===== src/verilog/gpo_pkg.sv =====
// gpo_pkg: constants, types and register map of the pin override port block
// Behaviour
// - power-down/save sleep clamps digital inputs low
// - enabled external interrupt pin bypasses clamp
// - clamped high pin sets flag on wake unless its sense is low level
// - pull-ups forced off during reset
// - pull-up override, else dir/out/disable 0,1,0
// - direction override value drives output enable
// - driven level from override value or output
// - toggle override inverts the output bit
// - input-enable override beats sleep state
// - raw input taken before port synchroniser
// - analog path straight to pad, ungated
// - global pull-up disable is control bit 4
// - strobes per port, sleep/disable shared, overrides per pin
// - direction one drives, zero selects pull-up
// - port and global pull-up disables ORed
// - writing one to input bit toggles output
package gpo_pkg;
  localparam int NPINS = 8;
  localparam int NPORTS = 2;
  localparam int AW = 8;
  // byte addresses of the register words
  localparam logic [AW-1:0] ADDR_DIR_A = 8'h00;
  localparam logic [AW-1:0] ADDR_OUT_A = 8'h04;
  localparam logic [AW-1:0] ADDR_IN_A = 8'h08;
  localparam logic [AW-1:0] ADDR_DIR_B = 8'h0C;
  localparam logic [AW-1:0] ADDR_OUT_B = 8'h10;
  localparam logic [AW-1:0] ADDR_IN_B = 8'h14;
  localparam logic [AW-1:0] ADDR_MCU_CONTROL = 8'h18;
  localparam logic [AW-1:0] ADDR_PORT_CONTROL = 8'h1C;
  localparam logic [AW-1:0] ADDR_IRQ_STATUS = 8'h20;
  localparam logic [AW-1:0] ADDR_IRQ_MASK = 8'h24;
  localparam int GPUD_BIT = 4;
  localparam logic [7:0] RESET_BYTE = 8'h00;
  localparam logic [1:0] RESP_OKAY = 2'b00;
  localparam logic [1:0] RESP_SLVERR = 2'b10;
  // per-pin override group from one alternate-function module
  typedef struct packed {
    logic pullup_override_en;
    logic pullup_override_val;
    logic direction_override_en;
    logic direction_override_val;
    logic outvalue_override_en;
    logic outvalue_override_val;
    logic output_toggle_override;
    logic input_enable_override_en;
    logic input_enable_override_val;
  } gpo_ovr_t;
  typedef enum logic [1:0] {SENSE_LOW, SENSE_ANY, SENSE_FALL, SENSE_RISE} gpo_sense_t;
  typedef enum logic {BUS_IDLE, BUS_RESP} gpo_bus_st_t;
endpackage


===== src/verilog/gpo_port.sv =====
// gpo_port: two 8-pin ports with alternate-function overrides, AXI4-Lite registers
`timescale 1ns/1ps
module gpo_port
(
  input wire logic ref_clk,
  input wire logic nrst,
  input wire logic [7:0] s_axi_awaddr,
  input wire logic s_axi_awvalid,
  output logic s_axi_awready,
  input wire logic [31:0] s_axi_wdata,
  input wire logic [3:0] s_axi_wstrb,
  input wire logic s_axi_wvalid,
  output logic s_axi_wready,
  output logic [1:0] s_axi_bresp,
  output logic s_axi_bvalid,
  input wire logic s_axi_bready,
  input wire logic [7:0] s_axi_araddr,
  input wire logic s_axi_arvalid,
  output logic s_axi_arready,
  output logic [31:0] s_axi_rdata,
  output logic [1:0] s_axi_rresp,
  output logic s_axi_rvalid,
  input wire logic s_axi_rready,
  input wire logic sleepClamp,
  input wire gpo_pkg::gpo_ovr_t [15:0] pinOverride,
  input wire logic [15:0] extIntEnable,
  input wire gpo_pkg::gpo_sense_t [15:0] extIntSense,
  input wire logic [15:0] padIn,
  output logic [15:0] padOut,
  output logic [15:0] padOe,
  output logic [15:0] padPullup,
  output logic [15:0] altfuncRawInput,
  output logic [15:0] wakeFlag,
  output logic irq
);
  localparam int NP = gpo_pkg::NPINS * gpo_pkg::NPORTS;
  // ****************************************
  // state
  // ****************************************
  typedef struct packed {
    logic [NP-1:0] dirBits;
    logic [NP-1:0] outBits;
    logic [7:0] mcuControl;
    logic [7:0] portControl;
    logic [NP-1:0] irqStatus;
    logic [NP-1:0] irqMask;
    logic [NP-1:0] clampSeen;
    logic sleepDly;
    logic awHeld;
    logic [7:0] awAddr;
    logic wHeld;
    logic [31:0] wData;
    logic [3:0] wStrb;
    gpo_pkg::gpo_bus_st_t wrSt;
    logic [1:0] bresp;
    gpo_pkg::gpo_bus_st_t rdSt;
    logic [31:0] rdata;
    logic [1:0] rresp;
  } gpo_st_t;
  gpo_st_t st;
  gpo_st_t next_st;
  logic [NP-1:0] pinInput;
  logic [NP-1:0] inputEnable;
  logic [NP-1:0] pudTerm;
  logic [NP-1:0] oeRes;
  logic [NP-1:0] pullRes;
  logic [NP-1:0] togMask;
  logic [NP-1:0] schmittOut;
  logic [NP-1:0] wakeEvents;

  // word at an address, zero-extended; unmapped reads answer zero
  function automatic logic [31:0] readWord(input gpo_st_t s, input logic [7:0] a, input logic [NP-1:0] pin);
    logic [31:0] w;
    w = '0;
    case (a)
      gpo_pkg::ADDR_DIR_A: w[7:0] = s.dirBits[7:0];
      gpo_pkg::ADDR_OUT_A: w[7:0] = s.outBits[7:0];
      gpo_pkg::ADDR_IN_A: w[7:0] = pin[7:0];
      gpo_pkg::ADDR_DIR_B: w[7:0] = s.dirBits[15:8];
      gpo_pkg::ADDR_OUT_B: w[7:0] = s.outBits[15:8];
      gpo_pkg::ADDR_IN_B: w[7:0] = pin[15:8];
      gpo_pkg::ADDR_MCU_CONTROL: w[7:0] = s.mcuControl;
      gpo_pkg::ADDR_PORT_CONTROL: w[7:0] = s.portControl;
      gpo_pkg::ADDR_IRQ_STATUS: w[15:0] = s.irqStatus;
      gpo_pkg::ADDR_IRQ_MASK: w[15:0] = s.irqMask;
      default: w = '0;
    endcase
    return w;
  endfunction

  function automatic logic addrMapped(input logic [7:0] a);
    return a == gpo_pkg::ADDR_DIR_A || a == gpo_pkg::ADDR_OUT_A || a == gpo_pkg::ADDR_IN_A
      || a == gpo_pkg::ADDR_DIR_B || a == gpo_pkg::ADDR_OUT_B || a == gpo_pkg::ADDR_IN_B
      || a == gpo_pkg::ADDR_MCU_CONTROL || a == gpo_pkg::ADDR_PORT_CONTROL
      || a == gpo_pkg::ADDR_IRQ_STATUS || a == gpo_pkg::ADDR_IRQ_MASK;
  endfunction

  // ****************************************
  // pin resolution
  // ****************************************
  gpo_sync u_sync
  (
    .ref_clk(ref_clk),
    .nrst(nrst),
    .rawIn(schmittOut),
    .syncOut(pinInput)
  );

  always_comb
  begin
    for (int i = 0; i < NP; i++)
    begin
      // port disable ORed with global bit 4
      pudTerm[i] = st.portControl[i / gpo_pkg::NPINS] | st.mcuControl[gpo_pkg::GPUD_BIT];
      // clamp in sleep unless enabled as external interrupt
      inputEnable[i] = pinOverride[i].input_enable_override_en ? pinOverride[i].input_enable_override_val
        : (!sleepClamp || extIntEnable[i]);
      // raw input is ahead of the synchroniser
      schmittOut[i] = padIn[i] & inputEnable[i];
      oeRes[i] = pinOverride[i].direction_override_en ? pinOverride[i].direction_override_val
        : st.dirBits[i];
      pullRes[i] = pinOverride[i].pullup_override_en ? pinOverride[i].pullup_override_val
        : (!st.dirBits[i] && st.outBits[i] && !pudTerm[i]);
      // only drive while enabled; otherwise level is forced low with oe low
      padOut[i] = oeRes[i] & (pinOverride[i].outvalue_override_en ? pinOverride[i].outvalue_override_val
        : st.outBits[i]);
      togMask[i] = pinOverride[i].output_toggle_override;
      // clamped low input on a high pin reads as a change at wake
      wakeEvents[i] = st.sleepDly && !sleepClamp && st.clampSeen[i]
        && extIntSense[i] != gpo_pkg::SENSE_LOW;
    end
  end

  assign padOe = oeRes;
  assign padPullup = nrst ? pullRes : '0; // pull-ups off throughout reset
  assign altfuncRawInput = schmittOut;
  // analog path is the pad itself, no gate in this block

  // ****************************************
  // registers and bus
  // ****************************************
  always_comb
  begin
    logic [NP-1:0] tog;
    logic [NP-1:0] clr;
    logic [31:0] wd;
    next_st = st;
    tog = togMask;
    clr = '0;
    wd = '0;
    next_st.sleepDly = sleepClamp;
    for (int i = 0; i < NP; i++)
    begin
      if (sleepClamp && !inputEnable[i] && !extIntEnable[i])
      begin
        next_st.clampSeen[i] = padIn[i];
      end
      else if (!sleepClamp)
      begin
        next_st.clampSeen[i] = 1'b0;
      end
    end
    if (s_axi_awvalid && !st.awHeld && st.wrSt == gpo_pkg::BUS_IDLE)
    begin
      next_st.awHeld = 1'b1;
      next_st.awAddr = s_axi_awaddr;
    end
    if (s_axi_wvalid && !st.wHeld && st.wrSt == gpo_pkg::BUS_IDLE)
    begin
      next_st.wHeld = 1'b1;
      next_st.wData = s_axi_wdata;
      next_st.wStrb = s_axi_wstrb;
    end
    case (st.wrSt)
      gpo_pkg::BUS_IDLE:
      begin
        if (st.awHeld && st.wHeld)
        begin
          wd = st.wStrb[0] ? st.wData : '0;
          case (st.awAddr)
            gpo_pkg::ADDR_DIR_A: if (st.wStrb[0]) next_st.dirBits[7:0] = wd[7:0];
            gpo_pkg::ADDR_OUT_A: if (st.wStrb[0]) next_st.outBits[7:0] = wd[7:0];
            gpo_pkg::ADDR_IN_A: tog[7:0] = tog[7:0] ^ wd[7:0];
            gpo_pkg::ADDR_DIR_B: if (st.wStrb[0]) next_st.dirBits[15:8] = wd[7:0];
            gpo_pkg::ADDR_OUT_B: if (st.wStrb[0]) next_st.outBits[15:8] = wd[7:0];
            gpo_pkg::ADDR_IN_B: tog[15:8] = tog[15:8] ^ wd[7:0];
            gpo_pkg::ADDR_MCU_CONTROL: if (st.wStrb[0]) next_st.mcuControl = wd[7:0];
            gpo_pkg::ADDR_PORT_CONTROL: if (st.wStrb[0]) next_st.portControl = wd[7:0];
            gpo_pkg::ADDR_IRQ_STATUS: clr = {st.wStrb[1] ? st.wData[15:8] : 8'h00, wd[7:0]};
            gpo_pkg::ADDR_IRQ_MASK:
            begin
              if (st.wStrb[0]) next_st.irqMask[7:0] = st.wData[7:0];
              if (st.wStrb[1]) next_st.irqMask[15:8] = st.wData[15:8];
            end
            default: wd = '0;
          endcase
          next_st.bresp = addrMapped(st.awAddr) ? gpo_pkg::RESP_OKAY : gpo_pkg::RESP_SLVERR;
          next_st.awHeld = 1'b0;
          next_st.wHeld = 1'b0;
          next_st.wrSt = gpo_pkg::BUS_RESP;
        end
      end
      gpo_pkg::BUS_RESP:
      begin
        if (s_axi_bready)
        begin
          next_st.wrSt = gpo_pkg::BUS_IDLE;
        end
      end
      default: next_st.wrSt = gpo_pkg::BUS_IDLE;
    endcase
    next_st.outBits = next_st.outBits ^ tog;
    // set wins over a same-cycle write-one clear
    next_st.irqStatus = (st.irqStatus & ~clr) | wakeEvents;
    case (st.rdSt)
      gpo_pkg::BUS_IDLE:
      begin
        if (s_axi_arvalid)
        begin
          next_st.rdata = readWord(st, s_axi_araddr, pinInput);
          next_st.rresp = addrMapped(s_axi_araddr) ? gpo_pkg::RESP_OKAY : gpo_pkg::RESP_SLVERR;
          next_st.rdSt = gpo_pkg::BUS_RESP;
        end
      end
      gpo_pkg::BUS_RESP:
      begin
        if (s_axi_rready)
        begin
          next_st.rdSt = gpo_pkg::BUS_IDLE;
        end
      end
      default: next_st.rdSt = gpo_pkg::BUS_IDLE;
    endcase
    if (!nrst)
    begin
      next_st = '0; // direction and output cleared, so pins float after reset
    end
  end

  always_ff @(posedge ref_clk)
  begin
    st <= next_st;
  end

  assign s_axi_awready = !st.awHeld && st.wrSt == gpo_pkg::BUS_IDLE;
  assign s_axi_wready = !st.wHeld && st.wrSt == gpo_pkg::BUS_IDLE;
  assign s_axi_bvalid = st.wrSt == gpo_pkg::BUS_RESP;
  assign s_axi_bresp = st.bresp;
  assign s_axi_arready = st.rdSt == gpo_pkg::BUS_IDLE;
  assign s_axi_rvalid = st.rdSt == gpo_pkg::BUS_RESP;
  assign s_axi_rdata = st.rdata;
  assign s_axi_rresp = st.rresp;
  assign wakeFlag = st.irqStatus;
  assign irq = |(st.irqStatus & st.irqMask);
endmodule // gpo_port


===== src/verilog/gpo_sync.sv =====
// gpo_sync: two-stage synchroniser bank for pin inputs
`timescale 1ns/1ps
module gpo_sync
(
  input wire logic ref_clk,
  input wire logic nrst,
  input wire logic [gpo_pkg::NPINS*gpo_pkg::NPORTS-1:0] rawIn,
  output logic [gpo_pkg::NPINS*gpo_pkg::NPORTS-1:0] syncOut
);
  typedef struct packed {
    logic [gpo_pkg::NPINS*gpo_pkg::NPORTS-1:0] meta;
    logic [gpo_pkg::NPINS*gpo_pkg::NPORTS-1:0] stable;
  } gpo_sync_st_t;
  gpo_sync_st_t st;
  gpo_sync_st_t next_st;
  always_comb
  begin
    next_st.meta = rawIn;
    next_st.stable = st.meta;
    if (!nrst)
    begin
      next_st = '0;
    end
  end
  always_ff @(posedge ref_clk)
  begin
    st <= next_st;
  end
  assign syncOut = st.stable;
endmodule // gpo_sync


===== config.mk =====
export PLATFORM = sky130hd
export DESIGN_NAME = gpo_port
export DESIGN_NICKNAME = d
export VERILOG_FILES = /design/src/verilog/gpo_pkg.sv /design/src/verilog/gpo_port.sv /design/src/verilog/gpo_sync.sv
export SDC_FILE = /design/constraint.sdc
export NUM_CORES = 1
export LEC_CHECK = 0
export BUFFER_PORTS_ARGS = -buffer_cell sky130_fd_sc_hd__clkbuf_2
export CORE_AREA = 8 8 147 149
export DETAILED_ROUTE_END_ITERATION = 12
export DIE_AREA = 0 0 155 157
export PLACE_DENSITY = 0.88
export SYNTH_ARGS = -nofsm -noshare
export SYNTH_HDL_FRONTEND = slang
export SYNTH_SLANG_ARGS = --single-unit

===== constraint.sdc =====
create_clock -name ref_clk -period 3.54 [get_ports ref_clk]
set_clock_uncertainty 0.1 [all_clocks]
set_input_delay 0.354 -clock ref_clk [delete_from_list [all_inputs] [get_ports ref_clk]]
set_output_delay 0.354 -clock ref_clk [all_outputs]
set_load 0.02 [all_outputs]

==> impl_results.md <==
- Hold WC Path Type: input pin to flop
- Final WL: approximately 34 mm
- Finish-stage setup viols: 0
- Pre-antenna DRT Iters: 5
- Fraction of layout cells with a size suffix above 1: 0.3384
- Final period util: 0.7647
- Die width: roughly 160 um
- Status: completed
- Via density: 5.713
- Worst hold slack: approximately 35 ps
- Max Root-Sink Buffers: 2
- Main flop type after synthesis: dfxtp_1
- Storage cell area: roughly 0.0035 mm^2
- CTS tree: yes
- Fmax: approximately 370 MHz
- Avg Cell Area, Syn: 8.610 um^2
- 1st-iter DRT viols: ~900
- Area share of the largest cell type after synthesis: 0.3745
- Detailed-placement wirelength estimate: 26.61 mm
- Wirelength per Cell: 20.34 um
- Post-synth EDFFs: 0
- Overflow after GRT: 0
- Synth cell count leaders: dfxtp_1, nand2_1, a21oi_1
- Port bufs: ~350
- Clk root buf: clkbuf_16
- Ranking of synthesized cells by area: dfxtp_1, mux2i_1, a21oi_1, nand2_1, mux2_2
- Cts repair resizes: 0
- CTS sink cnt: approximately 180
- Ant. Diodes: 0
- Fillcell total: ~1600
- Largest net degree at the start of global routing: 87
- Post-Layout Cell Count: between 1500 and 2000
- Peak VDD IR: ~0.37 mV
- Initial antenna violation count: 1
- Worst Max-Slew Pin Slew: between 900 and 1000 ps
- Multi-input logic area: about 0.0053 mm^2
- TritonCTS Buffers: 17
- Post-layout minimum cycle time: roughly 2700 ps
- Clock-pin slew on the worst setup and hold paths: 70 ps
- Gp weighted congestion: 0.8937
- Placement row count: just over 50
- P&R area growth vs syn: 22.95%
- Kind of launch point of the worst setup path: flop
- DR vias: about 9400
- Initial Util: 0.4927
- Crit Path Class: flop to flop
- Die area: 0.02434 mm^2
- GRT Total Usage: 0.2640
- Boundary Pins: 390
- Clock Latency Late Sink: about 440 ps
- Syn Inst Count: around 1100
- Synth unique cells: 67
- Static Leak: 5.193 nW
- Final Hold Viols: 0
- Sequential fraction of the synthesis area: 0.3745
- Post-synth ARST share: 0
- Total Nets Final: between 1500 and 2000
- Crit-path max FO: 23
- RSZ-0062 raised after global routing: false
- Crit path DAT: 2910 ps
- Pwr per Cell Area: just over 400 mW/mm^2
- Most frequent cell after synthesis: dfxtp_1
- Area leader, netlist: dfxtp_1
- Global-route wire length before repair: 49.94 mm
- Required time worst endpoint: between 3000 and 4000 ps
- Max Cap Viol: 0
- Count of pins over their slew limit: 0
- Slew Limit Headroom: 0.3596
- Yosys warns: 0
- Setup TNS: 0 ps
- Number of global-route vias before repair: between 9000 and 10000
- Post-Synthesis Cell Area: approximately 0.0095 mm^2
- Placed cell count: about 1600
- Die height: ~160 um
- Register bit count reported by yosys: approximately 180
- Total core area: around 0.019 mm^2
- H-tree depth: 4
- Routed Antenna Nets: 0
- Crit end category: flop
- Remaining routing DRC violations: 0
## metrics by stage
| stage | setup slack, ps | cell area (um^2) | utilization | total power, W |
|---|---|---|---|---|
| floorplan | 1528 | 9527 | - | 0.002584 |
| global placement | 1014 | 11020 | 0.5738 | 0.002865 |
| detailed placement | 915.0 | 11020 | 0.5738 | 0.002885 |
| CTS | 890.9 | 11630 | 0.6058 | 0.004817 |
| global route | 711.5 | 11630 | 0.6058 | 0.004961 |
| finish | 833.0 | 11630 | 0.6058 | 0.004805 |
## cells in the final DEF, fill, tap and decap left out, drive strengths merged, types with 12 or more instances in the layout
master  count
a22o       15
mux2       41
nand3b     15
nand2b     23
o211ai     17
a21oi     107
conb       18
nor4b      22
mux2i      61
clkbuf    372
inv        15
o21ai      52
and2       62
nor2       72
a22oi      12
nor3b      15
nand3      19
o311a      17
dfxtp     177
nand2     133
## routing by layer
metal  share of wire  GRT usage
met1            0.37     0.2832
met2            0.48     0.4663
met3           0.090    0.06444
met4           0.054     0.1563
met5         0.00039          0
## repair_timing
item                                   4_1_cts  5_1_grt
hold buffers                                 1        0
endpoints found under the hold margin        1        0
buffers inserted                             0        0
setup endpoints to repair                    0        0
## report_power, final
group,leakage (nW),switching (W),internal [W]
Sequential,1.44,0.000105,0.00206
Clock,0.290,0.000828,0.00112
Combinational,3.46,0.000387,0.000304
Total,5.19,0.00132,0.00349
## worst max-delay path, cell delays in order, from the launching register on
cell and delay (ps):
dfxtp_1 800, or4b_4 570, a2111oi_4 620, nand3b_1 200, a21boi_1 210, nor3b_2 60
## kinds of logic after synthesis
logic type	Yosys count	synth area share
simple gates	418	0.2441
compound gates	264	0.1808
flops	177	0.3745
buf+inv	129	0.07523
mux	105	0.1205
xor+xnor	5	0.004629
other cells	1	0.0003963
## registers in the layout, summed over array words and instances, names as in the netlist
register / cells
s_axi_bresp: 1
s_axi_bvalid: 1
s_axi_rdata: 16
s_axi_rresp: 1
s_axi_rvalid: 1
st: 109
u_sync.st: 16
u_sync.syncOut: 16
wakeFlag: 16
## worst paths after layout
check	cells after the start	slack [ps]	start	to
worst max-delay path	5	830	st[78]	st[155]
worst min-delay path	3	30	s_axi_wdata[9]	st[51]
worst max register to register	5	830	st[78]	st[155]
worst min register to register	1	340	u_sync.st[31]	u_sync.syncOut[15]
## cell type report
class                           instances  share of cell area
Timing Repair Buffer                  361              0.1583
Multi-Input combinational cell        810              0.4536
Clock inverter                         13             0.01473
Tap cell                              265             0.02850
Clock buffer                           19             0.03721
Inverter                                9            0.003119
Sequential cell                       177              0.3045
(Power assumes the default switching activity.)
